## config.mk

```make
export PLATFORM = sky130hd
export DESIGN_NAME = rt_mode_command_data_handler
export DESIGN_NICKNAME = d
export VERILOG_FILES = /design/src/hw/mode_pkg.sv /design/src/hw/mode_classifier.sv /design/src/hw/mode_word_mux.sv /design/src/hw/rt_mode_command_data_handler.sv
export VERILOG_INCLUDE_DIRS = /design/src /design/src/hw
export SDC_FILE = /design/constraint.sdc
export NUM_CORES = 1
export LEC_CHECK = 0
export BUFFER_PORTS_ARGS = -buffer_cell sky130_fd_sc_hd__buf_2
export CORE_AREA = 2 2 144 146
export DETAILED_ROUTE_END_ITERATION = 8
export DIE_AREA = 0 0 146 148
export PLACE_DENSITY = 0.82
export SLEW_MARGIN = 10
export SYNTH_ARGS = -nofsm -noshare
export SYNTH_HDL_FRONTEND = slang
export SYNTH_HIERARCHICAL = 1
export SYNTH_SLANG_ARGS = --single-unit
```

## constraint.sdc

```tcl
create_clock -name clk_sys -period 9.31 [get_ports clk_sys]
set_input_delay 1.3965 -clock clk_sys [delete_from_list [all_inputs] [get_ports clk_sys]]
set_output_delay 1.3965 -clock clk_sys [all_outputs]
set_load 0.05 [all_outputs]
```

## src/hw/mode_regs.svh

```systemverilog
// Offsets, field positions, mode codes and reset values of the mode handler
`ifndef MODE_REGS_SVH
`define MODE_REGS_SVH

// Word offsets inside a four-word descriptor entry
`define DESC_PTR_OFS 16'h0001
`define DESC_INFO_OFS 16'h0001
`define DESC_TT_OFS 16'h0002
`define DESC_DATA_OFS 16'h0003

// Word offsets inside an assigned indexed or ping-pong buffer
`define BUF_INFO_OFS 16'h0000
`define BUF_TT_OFS 16'h0001
`define BUF_DATA_OFS 16'h0002

// Command word fields
`define CMD_TR_BIT 10
`define CMD_DATA_BIT 4

// Mode codes
`define DYN_BUS_CODE 5'h00
`define TX_STATUS_CODE 5'h02
`define transmit_last_command_code 5'h12
`define transmit_selftest_word_code 5'h13

// Reset values
`define STATUS_RESET 3'h0
`define WORD_RESET 16'h0000

`endif

```

## src/hw/mode_pkg.sv

```systemverilog
// Types shared by the mode command handler modules
package mode_pkg;

	typedef enum logic [3:0] {
		ST_IDLE = 4'h0,
		ST_PTR = 4'h1,
		ST_ROUTE = 4'h2,
		ST_RX = 4'h3,
		ST_STATUS = 4'h4,
		ST_FETCH = 4'h5,
		ST_SEND = 4'h6,
		ST_WDATA = 4'h7,
		ST_WINFO = 4'h8,
		ST_WTT = 4'h9
	} state_t;

	typedef enum logic [1:0] {
		SRC_BUFFER = 2'h0,
		SRC_LAST = 2'h1,
		SRC_ST_PRI = 2'h2,
		SRC_ST_ALT = 2'h3
	} word_src_t;

	typedef struct packed {
		logic simplified_descriptor_storage_sel;
		logic undefined_codes_invalid_sel;
		logic alternate_selftest_word_sel;
	} term_cfg_t;

	typedef struct packed {
		logic terminal;
		logic broadcast;
		logic illegal;
		logic [15:0] word;
	} mode_cmd_t;

	typedef struct packed {
		logic rx_data;
		logic tx_data;
		logic bcast_ok;
		logic undefined;
		logic invalid;
		logic from_last;
		logic from_selftest;
	} mode_class_t;

	typedef struct packed {
		logic message_error_flag;
		logic dyn_bus_accept;
		logic broadcast_rcvd;
	} status_bits_t;

	typedef struct packed {
		logic req;
		logic we;
		logic [15:0] addr;
		logic [15:0] wdata;
	} mem_req_t;

endpackage

```

## src/hw/mode_classifier.sv

```systemverilog
// Decodes a mode command word into its data direction and option classes
`include "mode_regs.svh"

module mode_classifier
	import mode_pkg::*;
(
	input wire logic [15:0] word,
	input wire logic undef_invalid,
	output mode_class_t cls
);
	logic tr;
	logic [4:0] code;

	always_comb
	begin
		tr = word[`CMD_TR_BIT];
		code = word[4:0];
		cls = '0;
		cls.rx_data = code[`CMD_DATA_BIT] && !tr;
		cls.tx_data = code[`CMD_DATA_BIT] && tr;
		// Codes 0-15 with T/R low, 16/18/19 receive, 17/20/21 transmit
		cls.undefined = (!tr && !code[4])
			|| (!tr && (code == 5'h10 || code == 5'h12 || code == 5'h13))
			|| (tr && (code == 5'h11 || code == 5'h14 || code == 5'h15));
		cls.invalid = cls.undefined && undef_invalid;
		if (tr)
			cls.bcast_ok = !code[4] && code != `DYN_BUS_CODE
				&& code != `TX_STATUS_CODE;
		else
			cls.bcast_ok = code[4] && !cls.undefined;
		cls.from_last = tr && code == `transmit_last_command_code;
		cls.from_selftest = tr && code == `transmit_selftest_word_code;
	end
endmodule

```

## src/hw/mode_word_mux.sv

```systemverilog
// Picks the outgoing mode data word from its source
module mode_word_mux
	import mode_pkg::*;
(
	input word_src_t src,
	input wire logic [15:0] buf_word,
	input wire logic [15:0] last_word,
	input wire logic [15:0] st_pri,
	input wire logic [15:0] st_alt,
	output logic [15:0] word
);
	always_comb
	begin
		case (src)
			SRC_LAST: word = last_word;
			SRC_ST_PRI: word = st_pri;
			SRC_ST_ALT: word = st_alt;
			default: word = buf_word;
		endcase
	end
endmodule

```

## src/hw/rt_mode_command_data_handler.sv

```systemverilog
// Mode command data handling for two remote terminals
module rt_mode_command_data_handler
	import mode_pkg::*;
(
	input wire logic clk_sys,
	input wire logic rst,
	input wire logic cmd_start,
	input mode_cmd_t cmd,
	input term_cfg_t [1:0] cfg,
	input wire logic [1:0][15:0] desc_base,
	input wire logic [1:0][15:0] selftest_word_pri,
	input wire logic [1:0][15:0] selftest_word_alt,
	input wire logic [15:0] time_tag,
	input wire logic rx_valid,
	input wire logic [15:0] rx_word,
	output logic status_req,
	output status_bits_t status,
	output logic tx_valid,
	output logic [15:0] tx_word,
	output mem_req_t mem,
	input wire logic [15:0] mem_rdata,
	input wire logic mem_ack,
	output logic cmd_ignored,
	output logic busy
);
`include "mode_regs.svh"

	state_t state, next_state;
	mode_cmd_t cur, next_cur;
	logic [15:0] ptr, next_ptr;
	logic [15:0] data_word, next_data;
	status_bits_t next_status;
	logic next_status_req, next_tx_valid, next_ignored;
	logic [15:0] next_tx_word;
	mem_req_t next_mem;
	logic [1:0][15:0] last_cmd, next_last;

	logic idle;
	logic [15:0] cls_word;
	term_cfg_t tcfg;
	mode_class_t cls;
	word_src_t src;
	logic [15:0] mux_word;
	logic simp;
	logic [15:0] entry;

	function automatic logic [15:0] entry_addr(input logic [15:0] base,
		input logic [15:0] w);
		return base + {8'h00, w[`CMD_TR_BIT], w[4:0], 2'b00};
	endfunction

	// Simplified mode addresses the entry, standard mode the buffer
	function automatic logic [15:0] word_addr(input logic s,
		input logic [15:0] ent, input logic [15:0] p,
		input logic [15:0] dofs, input logic [15:0] bofs);
		return s ? ent + dofs : p + bofs;
	endfunction

	////////////////////////////////////////////////////////////////////////
	// Decode of the incoming or current command

	assign idle = state == ST_IDLE;
	assign busy = !idle;
	assign cls_word = idle ? cmd.word : cur.word;
	assign tcfg = cfg[idle ? cmd.terminal : cur.terminal];
	assign simp = tcfg.simplified_descriptor_storage_sel;

	mode_classifier u_class (
		.word(cls_word),
		// Host option bit is low out of reset, so undefined codes start valid
		.undef_invalid(tcfg.undefined_codes_invalid_sel),
		.cls(cls)
	);

	always_comb
	begin
		if (cls.from_last)
			src = SRC_LAST;
		else if (cls.from_selftest)
			src = tcfg.alternate_selftest_word_sel ? SRC_ST_ALT : SRC_ST_PRI;
		else
			src = SRC_BUFFER;
	end

	mode_word_mux u_mux (
		.src(src),
		.buf_word(mem_rdata),
		.last_word(last_cmd[cur.terminal]),
		.st_pri(selftest_word_pri[cur.terminal]),
		.st_alt(selftest_word_alt[cur.terminal]),
		.word(mux_word)
	);

	////////////////////////////////////////////////////////////////////////
	// Message sequencer

	always_comb
	begin
		next_state = state;
		next_cur = cur;
		next_ptr = ptr;
		next_data = data_word;
		next_status = status;
		next_status_req = 1'b0;
		next_tx_valid = 1'b0;
		next_tx_word = tx_word;
		next_ignored = 1'b0;
		next_last = last_cmd;
		entry = '0;
		case (state)
			ST_IDLE:
			begin
				if (cmd_start && cls.invalid)
					next_ignored = 1'b1;
				else if (cmd_start)
				begin
					next_cur = cmd;
					// Broadcast of a non-broadcast code is handled as illegal
					next_cur.illegal = cmd.illegal
						|| (cmd.broadcast && !cls.bcast_ok);
					next_state = simp ? ST_ROUTE : ST_PTR;
				end
			end
			ST_PTR:
			begin
				if (mem_ack)
				begin
					next_ptr = mem_rdata;
					next_state = ST_ROUTE;
				end
			end
			ST_ROUTE:
			begin
				next_status.message_error_flag = cur.illegal;
				next_status.broadcast_rcvd = cur.broadcast;
				next_status.dyn_bus_accept = 1'b0;
				if (cls.rx_data && !cur.illegal)
					next_state = ST_RX;
				else
					next_state = ST_STATUS;
			end
			ST_RX:
			begin
				if (rx_valid)
				begin
					next_data = rx_word;
					next_state = ST_STATUS;
				end
			end
			ST_STATUS:
			begin
				next_status_req = !cur.broadcast;
				if (cls.tx_data && !cur.illegal && !cur.broadcast)
				begin
					if (src == SRC_BUFFER)
						next_state = ST_FETCH;
					else
					begin
						next_data = mux_word;
						next_state = ST_SEND;
					end
				end
				else if (cls.rx_data && !cur.illegal)
					next_state = ST_WDATA;
				else
					next_state = ST_WINFO;
			end
			ST_FETCH:
			begin
				if (mem_ack)
				begin
					next_data = mux_word;
					next_state = ST_SEND;
				end
			end
			ST_SEND:
			begin
				next_tx_valid = 1'b1;
				next_tx_word = data_word;
				next_state = ST_WDATA;
			end
			ST_WDATA:
				if (mem_ack)
					next_state = ST_WINFO;
			ST_WINFO:
				if (mem_ack)
					next_state = ST_WTT;
			ST_WTT:
			begin
				if (mem_ack)
				begin
					// A last-command request must not replace what it reports
					if (!cls.from_last)
						next_last[cur.terminal] = cur.word;
					next_state = ST_IDLE;
				end
			end
			default:
				next_state = ST_IDLE;
		endcase

		// Memory request follows the state that is entered
		entry = entry_addr(desc_base[next_cur.terminal], next_cur.word);
		next_mem = '0;
		case (next_state)
			ST_PTR:
			begin
				next_mem.req = 1'b1;
				next_mem.addr = entry + `DESC_PTR_OFS;
			end
			ST_FETCH:
			begin
				next_mem.req = 1'b1;
				next_mem.addr = word_addr(simp, entry, next_ptr,
					`DESC_DATA_OFS, `BUF_DATA_OFS);
			end
			ST_WDATA:
			begin
				next_mem.req = 1'b1;
				next_mem.we = 1'b1;
				next_mem.addr = word_addr(simp, entry, next_ptr,
					`DESC_DATA_OFS, `BUF_DATA_OFS);
				next_mem.wdata = next_data;
			end
			ST_WINFO:
			begin
				next_mem.req = 1'b1;
				next_mem.we = 1'b1;
				next_mem.addr = word_addr(simp, entry, next_ptr,
					`DESC_INFO_OFS, `BUF_INFO_OFS);
				next_mem.wdata = {next_cur.word[`CMD_TR_BIT],
					next_cur.broadcast, next_cur.illegal, 8'h00,
					next_cur.word[4:0]};
			end
			ST_WTT:
			begin
				next_mem.req = 1'b1;
				next_mem.we = 1'b1;
				next_mem.addr = word_addr(simp, entry, next_ptr,
					`DESC_TT_OFS, `BUF_TT_OFS);
				next_mem.wdata = time_tag;
			end
			default:
				next_mem = '0;
		endcase
	end

	always_ff @(posedge clk_sys or posedge rst)
	begin
		if (rst)
		begin
			state <= ST_IDLE;
			cur <= '0;
			ptr <= `WORD_RESET;
			data_word <= `WORD_RESET;
			status <= `STATUS_RESET;
			status_req <= 1'b0;
			tx_valid <= 1'b0;
			tx_word <= `WORD_RESET;
			mem <= '0;
			cmd_ignored <= 1'b0;
			last_cmd <= '0;
		end
		else
		begin
			state <= next_state;
			cur <= next_cur;
			ptr <= next_ptr;
			data_word <= next_data;
			status <= next_status;
			status_req <= next_status_req;
			tx_valid <= next_tx_valid;
			tx_word <= next_tx_word;
			mem <= next_mem;
			cmd_ignored <= next_ignored;
			last_cmd <= next_last;
		end
	end
endmodule

```

Word-level counts from Yosys, hierarchy flattened
Index checks and enable logic that the tools add are counted.

operators by class
  add/sub/neg operators = 6
  $lt $le $gt $ge = 4
  eq/ne operators = 24
  mux-type cells = 55
  bitwise gates (word level) = 2
  reductions and logical operators = 39

operator list
  cell                   count
  $mux 16                18
  $pmux 16 s3            3
  $pmux 16 s4            1
  $mux 19                3
  $add 16x2->16 const B  3
  $mux 4                 10
  $pmux 4 s10            1
  $add 16x1->16 const B  2
  $bwmux 32              1
  $eq 5x5->1 const B     6
  $eq 4x3->1 const B     6
  $logic_and 1x1->1      17
  $add 16x8->16          1
  $demux 16 s1           1
  $eq 4x4->1 const B     4
  $mux 11                1
  $mux 1                 9
  $mux 3                 3
  $eq 4x1->1 const B     2
  $eq 4x2->1 const B     2
  $mux 2                 4
  $logic_not 1->1        7
  $logic_or 1x1->1       7
  $lt 1x2->1 const B     3
  12 further kinds       15

storage, ports and cells
  bits in registers = 142
  input bits = 174
  output and inout port bits = 57
  word-level logic and storage cells = 150

Logic depth before layout (Yosys ltp)
Gate-level depths: netlist (run 1).

  word-level depth = 23
  gate-level depth with buffers = 29
  depth with buffers taken out = 24

Modules after synthesis
Netlist (run 1), hierarchy kept.

by module, submodules not included
  module                        instances  cells each  area each (um^2)  sequential area each (um^2)
  rt_mode_command_data_handler  1          969         9275.1            3553.4
  mode_word_mux                 1          20          424.2             0.0
  mode_classifier               1          17          108.9             0.0

Worst setup path before layout (run 1)
Ideal clock, no wire load.

  kind = register to register
  start point = register state[0]
  end point = register mem[31] in the netlist's numbering
  setup time = 0.141 ns
  arrival time = 6.364 ns
  data required time = 9.169 ns
  setup slack = 2.806 ns
  cell stages (with the launch flop) = 28
  buffers on the path = 5
  clock period less this slack = 6.504 ns
  cells stage by stage = dfrtp_1 > buf_2 > nor4_4 > inv_2 > buf_2 > buf_1 > nand2_1 > nand2_1 > o211ai_2 > nor2_1 > o311a_1 > nor2b_1 > nand3_1 > nand2_1 > buf_2 > mux2_2 > ha_1 > clkbuf_1 > and3_1 > a21boi_0 > o211ai_2 > a21oi_1 > xnor2_1 > mux2i_1 > nand3b_2 > or4b_1 > nand3_1 > o2111ai_1

RTL lines
  item                    RTL line                             source
  start, declared         rt_mode_command_data_handler.sv:28   state_t state, next_state;
  start signal, assigned  rt_mode_command_data_handler.sv:266  state <= next_state;
  end signal, assigned    rt_mode_command_data_handler.sv:274  mem <= next_mem;
  end, declared           rt_mode_command_data_handler.sv:20   output mem_req_t mem,

==> flow_metrics.env, run 1 <==
export IMPL_outcome="complete, no violations"
export IMPL_vias_in_the_first_global_route=8771
export IMPL_routed_wl_mm=31.55
export IMPL_synthCells=975
export IMPL_maxCapViolCount=0
export IMPL_wl_per_cell_um=21.58
export IMPL_final_core_utilization_pct=57.94
export IMPL_highest_achievable_clock_rate_mhz=133.1
export IMPL_die_height_um=148
export IMPL_grt_setup_unrepaired="no"
export IMPL_fin_skew_ps=13.50
export IMPL_avgViaCountPerCell=6.076
export IMPL_path_cells="nor4_4 -> inv_2 -> nand2_1 -> nand2_1 -> o211ai_2 -> nor2_1 -> o311a_1 -> nand2b_1 -> o21ai_2 -> nand2_1 -> mux2_2 -> ha_1 -> ha_1 -> a211oi_1 -> nor2_1 -> a211o_1 -> o2111a_1 -> nor3_1 -> nand2b_1 -> or3_1 -> mux2i_1 -> a221oi_1 -> o221ai_1"
export IMPL_dp_cells=1425
export IMPL_yosys_warnings=6
export IMPL_cellLeakagePower_uw=0.005435
export IMPL_drc=0
export IMPL_initial_antenna_violation_count=5
export IMPL_grt_overflow=0
export IMPL_drive_gt1_share_pct=38.08
export IMPL_tritoncts_buffers=17
export IMPL_design_die_area_um2=21610
export IMPL_critical_path_most_common_cell="sky130_fd_sc_hd__nand2_1"
export IMPL_critical_path_required_ps=9570
export IMPL_synth_nets=1161
export IMPL_htree_num_levels=4
export IMPL_initial_utilization_pct=48.33
export IMPL_setup_buffers_after_cts=0
export IMPL_clock_latency_ps=440
export IMPL_buffers_added_on_ports=229
export IMPL_timing_critical_path_slowest_stage_cell="sky130_fd_sc_hd__nor3_1"
export IMPL_holdCritPathClass="reg -> reg"
export IMPL_hold_violations=0
export IMPL_dr_pass1_iters=5
export IMPL_clk_pin_slew_worst_paths_ps=70
export IMPL_post_cts_resized=0
export IMPL_number_of_drc_violations_after_detailed_routing_iteration_0=822
export IMPL_finalSetupTns_ps=0
export IMPL_worstPathBufferInverterCount=1
export IMPL_hpwl_mm=23.55
export IMPL_power_per_cell_area_nw_per_um2=370.1
export IMPL_end_kind="register"
export IMPL_cp_slowest_stage_delay_ps=780
export IMPL_drtAntennaViolNets=0
export IMPL_coreArea_um2=20040
export IMPL_final_net_count=1360
export IMPL_critPathKind="reg -> reg"
export IMPL_die_w_um=146
export IMPL_finalMaxSlewViolations=0
export IMPL_post_route_min_period_ps=7511
export IMPL_post_cts_hold_buffer_count=0
export IMPL_critical_path_top_delay_family="simple AND/OR/NAND/NOR gates"
export IMPL_avgSynthCellArea_um2=9.934
export IMPL_transition_at_the_pin_with_the_smallest_max_transition_slack_ps=1165
export IMPL_areaGrowthSynthToFinish_pct=19.87
export IMPL_grt_max_degree=80
export IMPL_place_gp_congestion=0.9732
export IMPL_stdcell_count=1462
export IMPL_cts_buffer_depth=2
export IMPL_max_slew_margin_pct=22.21
export IMPL_cp_start_kind="register"
export IMPL_wire_length_of_the_first_global_routing_pass_mm=49.05
export IMPL_ir_worst_vdd_v=0.0002183
export IMPL_crit_path_max_fanout=18
export IMPL_dr_total_vias=8883
export IMPL_crit_arrival_ps=7770
export IMPL_syn_area_um2=9686
export IMPL_clock_sink_count=142
export IMPL_period_share_pct=80.67
export IMPL_placement_rows=52
export IMPL_clock_tree_root_cell="sky130_fd_sc_hd__clkbuf_16"
export IMPL_report_final_setup_viol=0
export IMPL_gr_usage_all_layers_pct=29.20
export IMPL_cts_tree="built"
export IMPL_ioPinCount=231
## metal layers
metal / vias up / global-route usage (%) / share of wire (%)
met1: 4290 / 38.22 / 42
li1: 4003 / - / -
met4: 2 / 12.82 / 4.0
met2: 504 / 46.82 / 45
met5: - / 0 / 0.041
met3: 84 / 6.605 / 8.9
## power by group
group | internal [uW] | total (uW) | switching, uW
clock network | 386 | 688 | 302
logic | 940 | 2610 | 1670
registers | 845 | 1000 | 155
total | 2170 | 4300 | 2130
## layout make-up
| type | instances | area, um2 |
|---|---|---|
| multi-input combinational | 741 | 5768 |
| antenna | 5 | 12.51 |
| clock inverter | 14 | 147.6 |
| sequential | 142 | 3555 |
| fill | 1729 | 8429 |
| tap | 270 | 337.8 |
| clock buffer | 18 | 439.2 |
| timing repair buffer | 239 | 1221 |
| inverter | 33 | 128.9 |
## layout by cell type, fill, tap and decap left out, types with 6 or more instances in the layout
master                        n
sky130_fd_sc_hd__buf_2      229
sky130_fd_sc_hd__dfrtp_1    141
sky130_fd_sc_hd__mux2_2     131
sky130_fd_sc_hd__nand2_1    105
sky130_fd_sc_hd__nor2_1      54
sky130_fd_sc_hd__xnor2_1     38
sky130_fd_sc_hd__a21oi_1     38
sky130_fd_sc_hd__o21ai_0     34
sky130_fd_sc_hd__inv_1       31
sky130_fd_sc_hd__mux2i_1     27
sky130_fd_sc_hd__nor3_1      23
sky130_fd_sc_hd__nand3_1     20
sky130_fd_sc_hd__a22oi_1     20
sky130_fd_sc_hd__clkbuf_16   17
sky130_fd_sc_hd__xor2_1      13
sky130_fd_sc_hd__ha_1        12
sky130_fd_sc_hd__nor2b_1     11
sky130_fd_sc_hd__and3_1      10
sky130_fd_sc_hd__o211ai_1    10
sky130_fd_sc_hd__buf_4       10
sky130_fd_sc_hd__mux4_2      10
sky130_fd_sc_hd__o21a_1       9
sky130_fd_sc_hd__or3_1        9
sky130_fd_sc_hd__a222oi_1     9
sky130_fd_sc_hd__nand2b_1     8
sky130_fd_sc_hd__a22o_1       8
sky130_fd_sc_hd__o22ai_1      7
sky130_fd_sc_hd__nand4_1      7
sky130_fd_sc_hd__nor3b_1      6
sky130_fd_sc_hd__and2_1       6
sky130_fd_sc_hd__a211o_1      6
sky130_fd_sc_hd__nor4_1       6
sky130_fd_sc_hd__inv_6        6
sky130_fd_sc_hd__mux4_1       6
## registers in the layout (all words and copies together), names as in the netlist
| name | flops |
|---|---|
| cmd_ignored | 1 |
| cur | 19 |
| data_word | 16 |
| last_cmd | 32 |
| mem | 34 |
| ptr | 16 |
| state | 4 |
| status | 2 |
| status_req | 1 |
| tx_valid | 1 |
| tx_word | 16 |
## worst register-to-register path, delay by kind of cell (launching register included)
family / cells / cell delay, ps
mux: 2 / 640
buf+inv: 1 / 250
fa+ha+maj: 2 / 570
simple gates: 10 / 3220
flops: 1 / 570
compound gates: 8 / 2090
## stage by stage
stage                     hold WS [ps]  setup slack, ps  cell area (um2)  total power (uW)
after floorplan                  442.6             2874             9686              2911
after global placement           481.0             2082            11010              3491
after detailed placement         489.5             1854            11010              3540
after CTS                        505.0             1901            11600              4246
after global routing             518.3             1347            11600              4535
final                            504.4             1799            11610              4297
## final timing paths
path	startpoint	to	slack, ps	cells after the start
worst min-delay path	tx_word[14]	tx_word[14]	500	1
worst min register to register	tx_word[14]	tx_word[14]	500	1
worst max-delay path	state[0]	mem[28]	1800	23
min in group asynchronous	rst	last_cmd[25]	1070	2
worst max register to register	state[0]	mem[28]	1800	23
max in group asynchronous	rst	mem[16]	6910	3
(Power assumes the default switching activity.)
==> run 2: changes to the inputs <==
PLACE_DENSITY = 0.85   (was 0.82)
clock period = 6.85 ns   (was 9.31 ns; I/O delays follow)
==> flow_metrics.env, run 2 (synthesized netlist as in run 1, its figures left out) <==
export IMPL_finalMaxSlewViolations=0
export IMPL_dr_pass1_iters=6
export IMPL_period_share_pct=92.21
export IMPL_hold_violations=0
export IMPL_drc=0
export IMPL_maxCapViolCount=0
export IMPL_initial_utilization_pct=48.33
export IMPL_final_core_utilization_pct=58.45
export IMPL_dr_total_vias=8837
export IMPL_final_cell_mix="229 x sky130_fd_sc_hd__buf_2, 141 x sky130_fd_sc_hd__dfrtp_1, 131 x sky130_fd_sc_hd__mux2_2, 105 x sky130_fd_sc_hd__nand2_1, 54 x sky130_fd_sc_hd__nor2_1"
export IMPL_htree_num_levels=4
export IMPL_worst_r2r_cell_count=23
export IMPL_drtAntennaViolNets=0
export IMPL_grt_overflow=0
export IMPL_coreArea_um2=20040
export IMPL_ioPinCount=231
export IMPL_startpoint="state[1]"
export IMPL_grt_setup_unrepaired="no"
export IMPL_gr_usage_all_layers_pct=28.50
export IMPL_number_of_drc_violations_after_detailed_routing_iteration_0=941
export IMPL_cts_tree="built"
export IMPL_holdCritPathClass="reg -> reg"
export IMPL_crit_end="mem[31]"
export IMPL_cts_buffer_depth=2
export IMPL_highest_achievable_clock_rate_mhz=158.3
export IMPL_initial_antenna_violation_count=0
export IMPL_final_net_count=1369
export IMPL_power_per_cell_area_nw_per_um2=500.6
export IMPL_outcome="complete, no violations"
export IMPL_finalSetupTns_ps=0
export IMPL_crit_path_max_fanout=17
export IMPL_fillCellCount=1698
export IMPL_hpwl_mm=22.68
export IMPL_post_route_min_period_ps=6316
export IMPL_max_slew_margin_pct=30.62
export IMPL_place_gp_congestion=0.9445
export IMPL_wl_per_cell_um=20.81
export IMPL_design_die_area_um2=21610
export IMPL_routed_wl_mm=30.53
export IMPL_clock_tree_root_cell="sky130_fd_sc_hd__clkbuf_16"
export IMPL_transition_at_the_pin_with_the_smallest_max_transition_slack_ps=1036
export IMPL_holdWs_ps=505.5
export IMPL_grt_max_degree=83
export IMPL_r2r_slack_ps=530
export IMPL_top_register="mem"
export IMPL_clock_sink_count=142
export IMPL_vias_in_the_first_global_route=8703
export IMPL_drive_gt1_share_pct=38.80
export IMPL_areaGrowthSynthToFinish_pct=20.93
export IMPL_die_w_um=146
export IMPL_ir_worst_vdd_v=0.0005226
export IMPL_critPathKind="reg -> reg"
export IMPL_reg_largest_list="mem: 34 flops, last_cmd: 32 flops, cur: 19 flops"
export IMPL_buffers_added_on_ports=229
export IMPL_clock_latency_ps=440
export IMPL_placed_cell_area_um2=11070
export IMPL_dp_worst_setup_slack_ps=430.9
export IMPL_finalWorstSetupSlack_ps=533.8
export IMPL_avgViaCountPerCell=6.024
export IMPL_fin_skew_ps=13.04
export IMPL_rr_startpoint="state[1]"
export IMPL_report_final_setup_viol=0
export IMPL_clk_pin_slew_worst_paths_ps=80
export IMPL_largest_register_ff_count=34
export IMPL_mostFrequentLayoutCell="sky130_fd_sc_hd__buf_2"
export IMPL_critical_path_required_ps=7140
export IMPL_crit_arrival_ps=6610
export IMPL_worst_r2r_endpoint="mem[31]"
export IMPL_wire_length_of_the_first_global_routing_pass_mm=48.28
export IMPL_tritoncts_buffers=17
export IMPL_cp_start_kind="register"
export IMPL_postLayoutCellArea_um2=11710
export IMPL_end_kind="register"
export IMPL_die_height_um=148
export IMPL_placement_rows=52
export IMPL_cellLeakagePower_uw=0.005496
[run 2: cell count changes in the layout (fill, tap and decap cells not counted), moves of 2 or more]
cell	change
sky130_fd_sc_hd__buf_4	+9
sky130_fd_sc_hd__clkinv_8	+6
sky130_fd_sc_hd__diode_2	-4
sky130_fd_sc_hd__clkinvlp_4	-2
[run 2: critical path, stage by stage, from the launching register on]
cell                        delay [ps]
sky130_fd_sc_hd__dfrtp_1           590
sky130_fd_sc_hd__nor4_4            350
sky130_fd_sc_hd__buf_4             190
sky130_fd_sc_hd__inv_2             100
sky130_fd_sc_hd__nand2_1            80
sky130_fd_sc_hd__nand2_1           110
sky130_fd_sc_hd__o211ai_2          190
sky130_fd_sc_hd__nor2_1             60
sky130_fd_sc_hd__o311a_1           370
sky130_fd_sc_hd__nand2b_1          260
sky130_fd_sc_hd__o21ai_2           290
sky130_fd_sc_hd__nand2_1           270
sky130_fd_sc_hd__mux2_2            360
sky130_fd_sc_hd__ha_1              430
sky130_fd_sc_hd__and3_1            250
sky130_fd_sc_hd__a21boi_0          370
sky130_fd_sc_hd__o211ai_2          210
sky130_fd_sc_hd__a2bb2oi_1         340
sky130_fd_sc_hd__xnor2_2           190
sky130_fd_sc_hd__and2_2            250
sky130_fd_sc_hd__nand3b_2          150
sky130_fd_sc_hd__or4b_1            550
sky130_fd_sc_hd__nand3_1           100
sky130_fd_sc_hd__o2111ai_1         100
[run 2: metrics by stage]
stage	instances	power [uW]
2_1_floorplan	975	3957
3_3_place_gp	1432	4729
3_5_place_dp	1432	4804
4_1_cts	1464	5779
5_1_grt	1466	6216
6_report	1467	5863
[run 2: final cells by class]
type | instances | area (um2) | share of cell area (%)
Tap cell | 270 | 337.8 | 2.884
Timing Repair Buffer | 248 | 1289 | 11.00
Multi-Input combinational cell | 741 | 5783 | 49.38
Antenna cell | 1 | 2.502 | 0.02137
Clock buffer | 17 | 425.4 | 3.632
Sequential cell | 142 | 3555 | 30.35
Clock inverter | 15 | 191.4 | 1.634
Inverter | 33 | 128.9 | 1.100
[run 2: power breakdown]
group	leakage (uW)	switching, uW	internal (uW)	total, uW
clock network	0.000299	455	499	954
registers	0.00185	200	1150	1350
logic	0.00335	2240	1320	3560
[run 2: layer usage]
metal  part of all wire [%]  up-vias  track usage (%)
li1                       -     4015                -
met1                     41     4240            37.52
met2                     47      482            46.58
met3                    7.7      100            5.370
met4                    3.9        0            11.80
met5                      0        -                0
[run 2: what timing repair did]
item | CTS | global route
setup buffers | 0 | 2
endpoints found under the setup margin | 0 | 4
hold buffers | 0 | 0
endpoints found under the hold margin | 0 | 0
gates resized for setup | 0 | 2
[run 2: worst min-delay path by stage]
stage,slack (ps),end,cells past startpoint,from
2_1_floorplan,440,status_req,1,cur[17]
4_1_cts,500,tx_word[9],1,data_word[9]
3_5_place_dp,490,last_cmd[26],1,last_cmd[26]
6_report,510,tx_word[9],1,data_word[9]
5_1_grt,520,last_cmd[15],1,last_cmd[15]
3_3_place_gp,480,last_cmd[24],1,last_cmd[24]
==> run 3: changes to the inputs <==
ABC_AREA = 1   (was unset)
CORE_AREA = 2 2 146 148   (was 2 2 144 146)
CTS_CLUSTER_DIAMETER = 60   (was unset)
DIE_AREA = 0 0 148 150   (was 0 0 146 148)
==> flow_metrics.env, run 3 <==
export IMPL_design_die_area_um2=22200
export IMPL_crit_path_max_fanout=29
export IMPL_critical_path_most_common_cell="sky130_fd_sc_hd__nand2_1"
export IMPL_drive_gt1_share_pct=23.00
export IMPL_synthCells=1472
export IMPL_areaGrowthSynthToFinish_pct=17.75
export IMPL_syn_area_um2=10080
export IMPL_drtAntennaViolNets=0
export IMPL_die_w_um=148
export IMPL_period_share_pct=77.13
export IMPL_cts_buffer_depth=2
export IMPL_total_power_uw=6161
export IMPL_synth_nets=1658
export IMPL_initial_utilization_pct=48.72
export IMPL_power_per_cell_area_nw_per_um2=519.1
export IMPL_final_net_count=1852
export IMPL_grt_setup_unrepaired="no"
export IMPL_grt_overflow=0
export IMPL_finalSetupTns_ps=0
export IMPL_dr_total_vias=10770
export IMPL_place_gp_congestion=0.9489
export IMPL_clk_pin_slew_worst_paths_ps=60
export IMPL_cp_start_kind="register"
export IMPL_cp_slowest_stage_delay_ps=490
export IMPL_holdCritPathClass="reg -> reg"
export IMPL_dr_pass1_iters=7
export IMPL_tritoncts_buffers=17
export IMPL_placed_cell_area_um2=11310
export IMPL_mostFrequentLayoutCell="sky130_fd_sc_hd__nand2_1"
export IMPL_critPathKind="reg -> reg"
export IMPL_hpwl_mm=24.92
export IMPL_final_cell_mix="464 x sky130_fd_sc_hd__nand2_1, 229 x sky130_fd_sc_hd__buf_2, 170 x sky130_fd_sc_hd__inv_1, 142 x sky130_fd_sc_hd__dfrtp_1, 121 x sky130_fd_sc_hd__nand3_1"
export IMPL_cts_tree="built"
export IMPL_transition_at_the_pin_with_the_smallest_max_transition_slack_ps=1155
export IMPL_outcome="complete, no violations"
export IMPL_maxCapViolCount=0
export IMPL_post_cts_hold_buffer_count=0
export IMPL_htree_num_levels=4
export IMPL_fillCellCount=1997
export IMPL_avgSynthCellArea_um2=6.848
export IMPL_hold_violations=0
export IMPL_top_register="mem"
export IMPL_critical_path_required_ps=7110
export IMPL_reg_largest_list="mem: 34 flops, last_cmd: 32 flops, cur: 19 flops"
export IMPL_clock_tree_root_cell="sky130_fd_sc_hd__clkbuf_16"
export IMPL_number_of_drc_violations_after_detailed_routing_iteration_0=1144
export IMPL_report_final_setup_viol=0
export IMPL_coreArea_um2=20690
export IMPL_post_cts_resized=0
export IMPL_initial_antenna_violation_count=0
export IMPL_postLayoutCellArea_um2=11870
export IMPL_buffers_added_on_ports=229
export IMPL_highest_achievable_clock_rate_mhz=189.3
export IMPL_wire_length_of_the_first_global_routing_pass_mm=50.65
export IMPL_wl_per_cell_um=16.64
export IMPL_largest_register_ff_count=34
export IMPL_max_slew_margin_pct=22.79
export IMPL_cellLeakagePower_uw=0.006272
export IMPL_timing_critical_path_slowest_stage_cell="sky130_fd_sc_hd__nor2_4"
export IMPL_die_height_um=150
export IMPL_finalMaxSlewViolations=0
export IMPL_antenna_cells=0
export IMPL_clock_latency_ps=430
export IMPL_gr_usage_all_layers_pct=29.15
export IMPL_yosys_warnings=6
export IMPL_crit_arrival_ps=5540
export IMPL_end_kind="register"
export IMPL_post_route_min_period_ps=5283
export IMPL_drc=0
export IMPL_vias_in_the_first_global_route=9667
export IMPL_routed_wl_mm=32.50
export IMPL_ir_worst_vdd_v=0.0003646
export IMPL_clock_sink_count=142
export IMPL_setup_buffers_after_cts=0
export IMPL_avgViaCountPerCell=5.514
export IMPL_ioPinCount=231
export IMPL_fin_skew_ps=9.607
export IMPL_grt_max_degree=74
export IMPL_placement_rows=53
-- run 3: metal layers --
layer  up-vias  GRT usage (%)  part of all wire [%]
met2       621          43.98                    43
met3        74          4.573                   9.4
li1       5159              -                     -
met1      4914          42.04                    44
met5         -              0                     0
met4         0          11.43                   3.4
-- run 3: where the power goes --
part | internal [uW] | switching [uW]
Combinational | 1100 | 2910
Sequential | 1140 | 132
Clock | 511 | 377
Total | 2750 | 3410
-- run 3: layout make-up --
cell class,count,area [um2],area share (%)
flip-flops and latches,142,3553,29.94
inverters,193,735.7,6.199
multi-input cells,1073,5458,45.98
repair buffers,239,1221,10.29
well taps,275,344.1,2.899
clock inverters,11,110.1,0.9277
clock buffers,20,446.7,3.763
-- run 3: final timing paths --
| path | slack (ps) | to | from | cells past startpoint |
|---|---|---|---|---|
| min in group asynchronous | 680 | mem[12] | rst | 2 |
| hold / removal | 450 | status_req | cur[17] | 1 |
| hold reg to reg | 450 | status_req | cur[17] | 1 |
| setup reg to reg | 1570 | mem[24] | state[1] | 30 |
| max in group asynchronous | 4750 | mem[26] | rst | 3 |
| setup / recovery | 1570 | mem[24] | state[1] | 30 |
-- run 3: worst max-delay path: cells and delay by family, from the launching register on --
family | cells | cell delay [ps]
DFF | 1 | 480
and+or+nand+nor | 23 | 3120
buffers and inverters | 3 | 430
adders and majority gates | 1 | 350
AOI/OAI and AO/OA | 2 | 460
xor gates and xnor gates | 1 | 260
-- run 3: through the flow --
step / instances / utilization (%) / worst slack [ps] / hold slack, ps
after floorplan: 1472 / - / 2013 / 403.2
after global placement: 1922 / 54.64 / 1637 / 428.6
after detailed placement: 1922 / 54.64 / 1523 / 445.9
after CTS: 1953 / 57.34 / 1634 / 457.6
after global routing: 1953 / 57.37 / 1002 / 461.7
final: 1953 / 57.37 / 1567 / 451.5
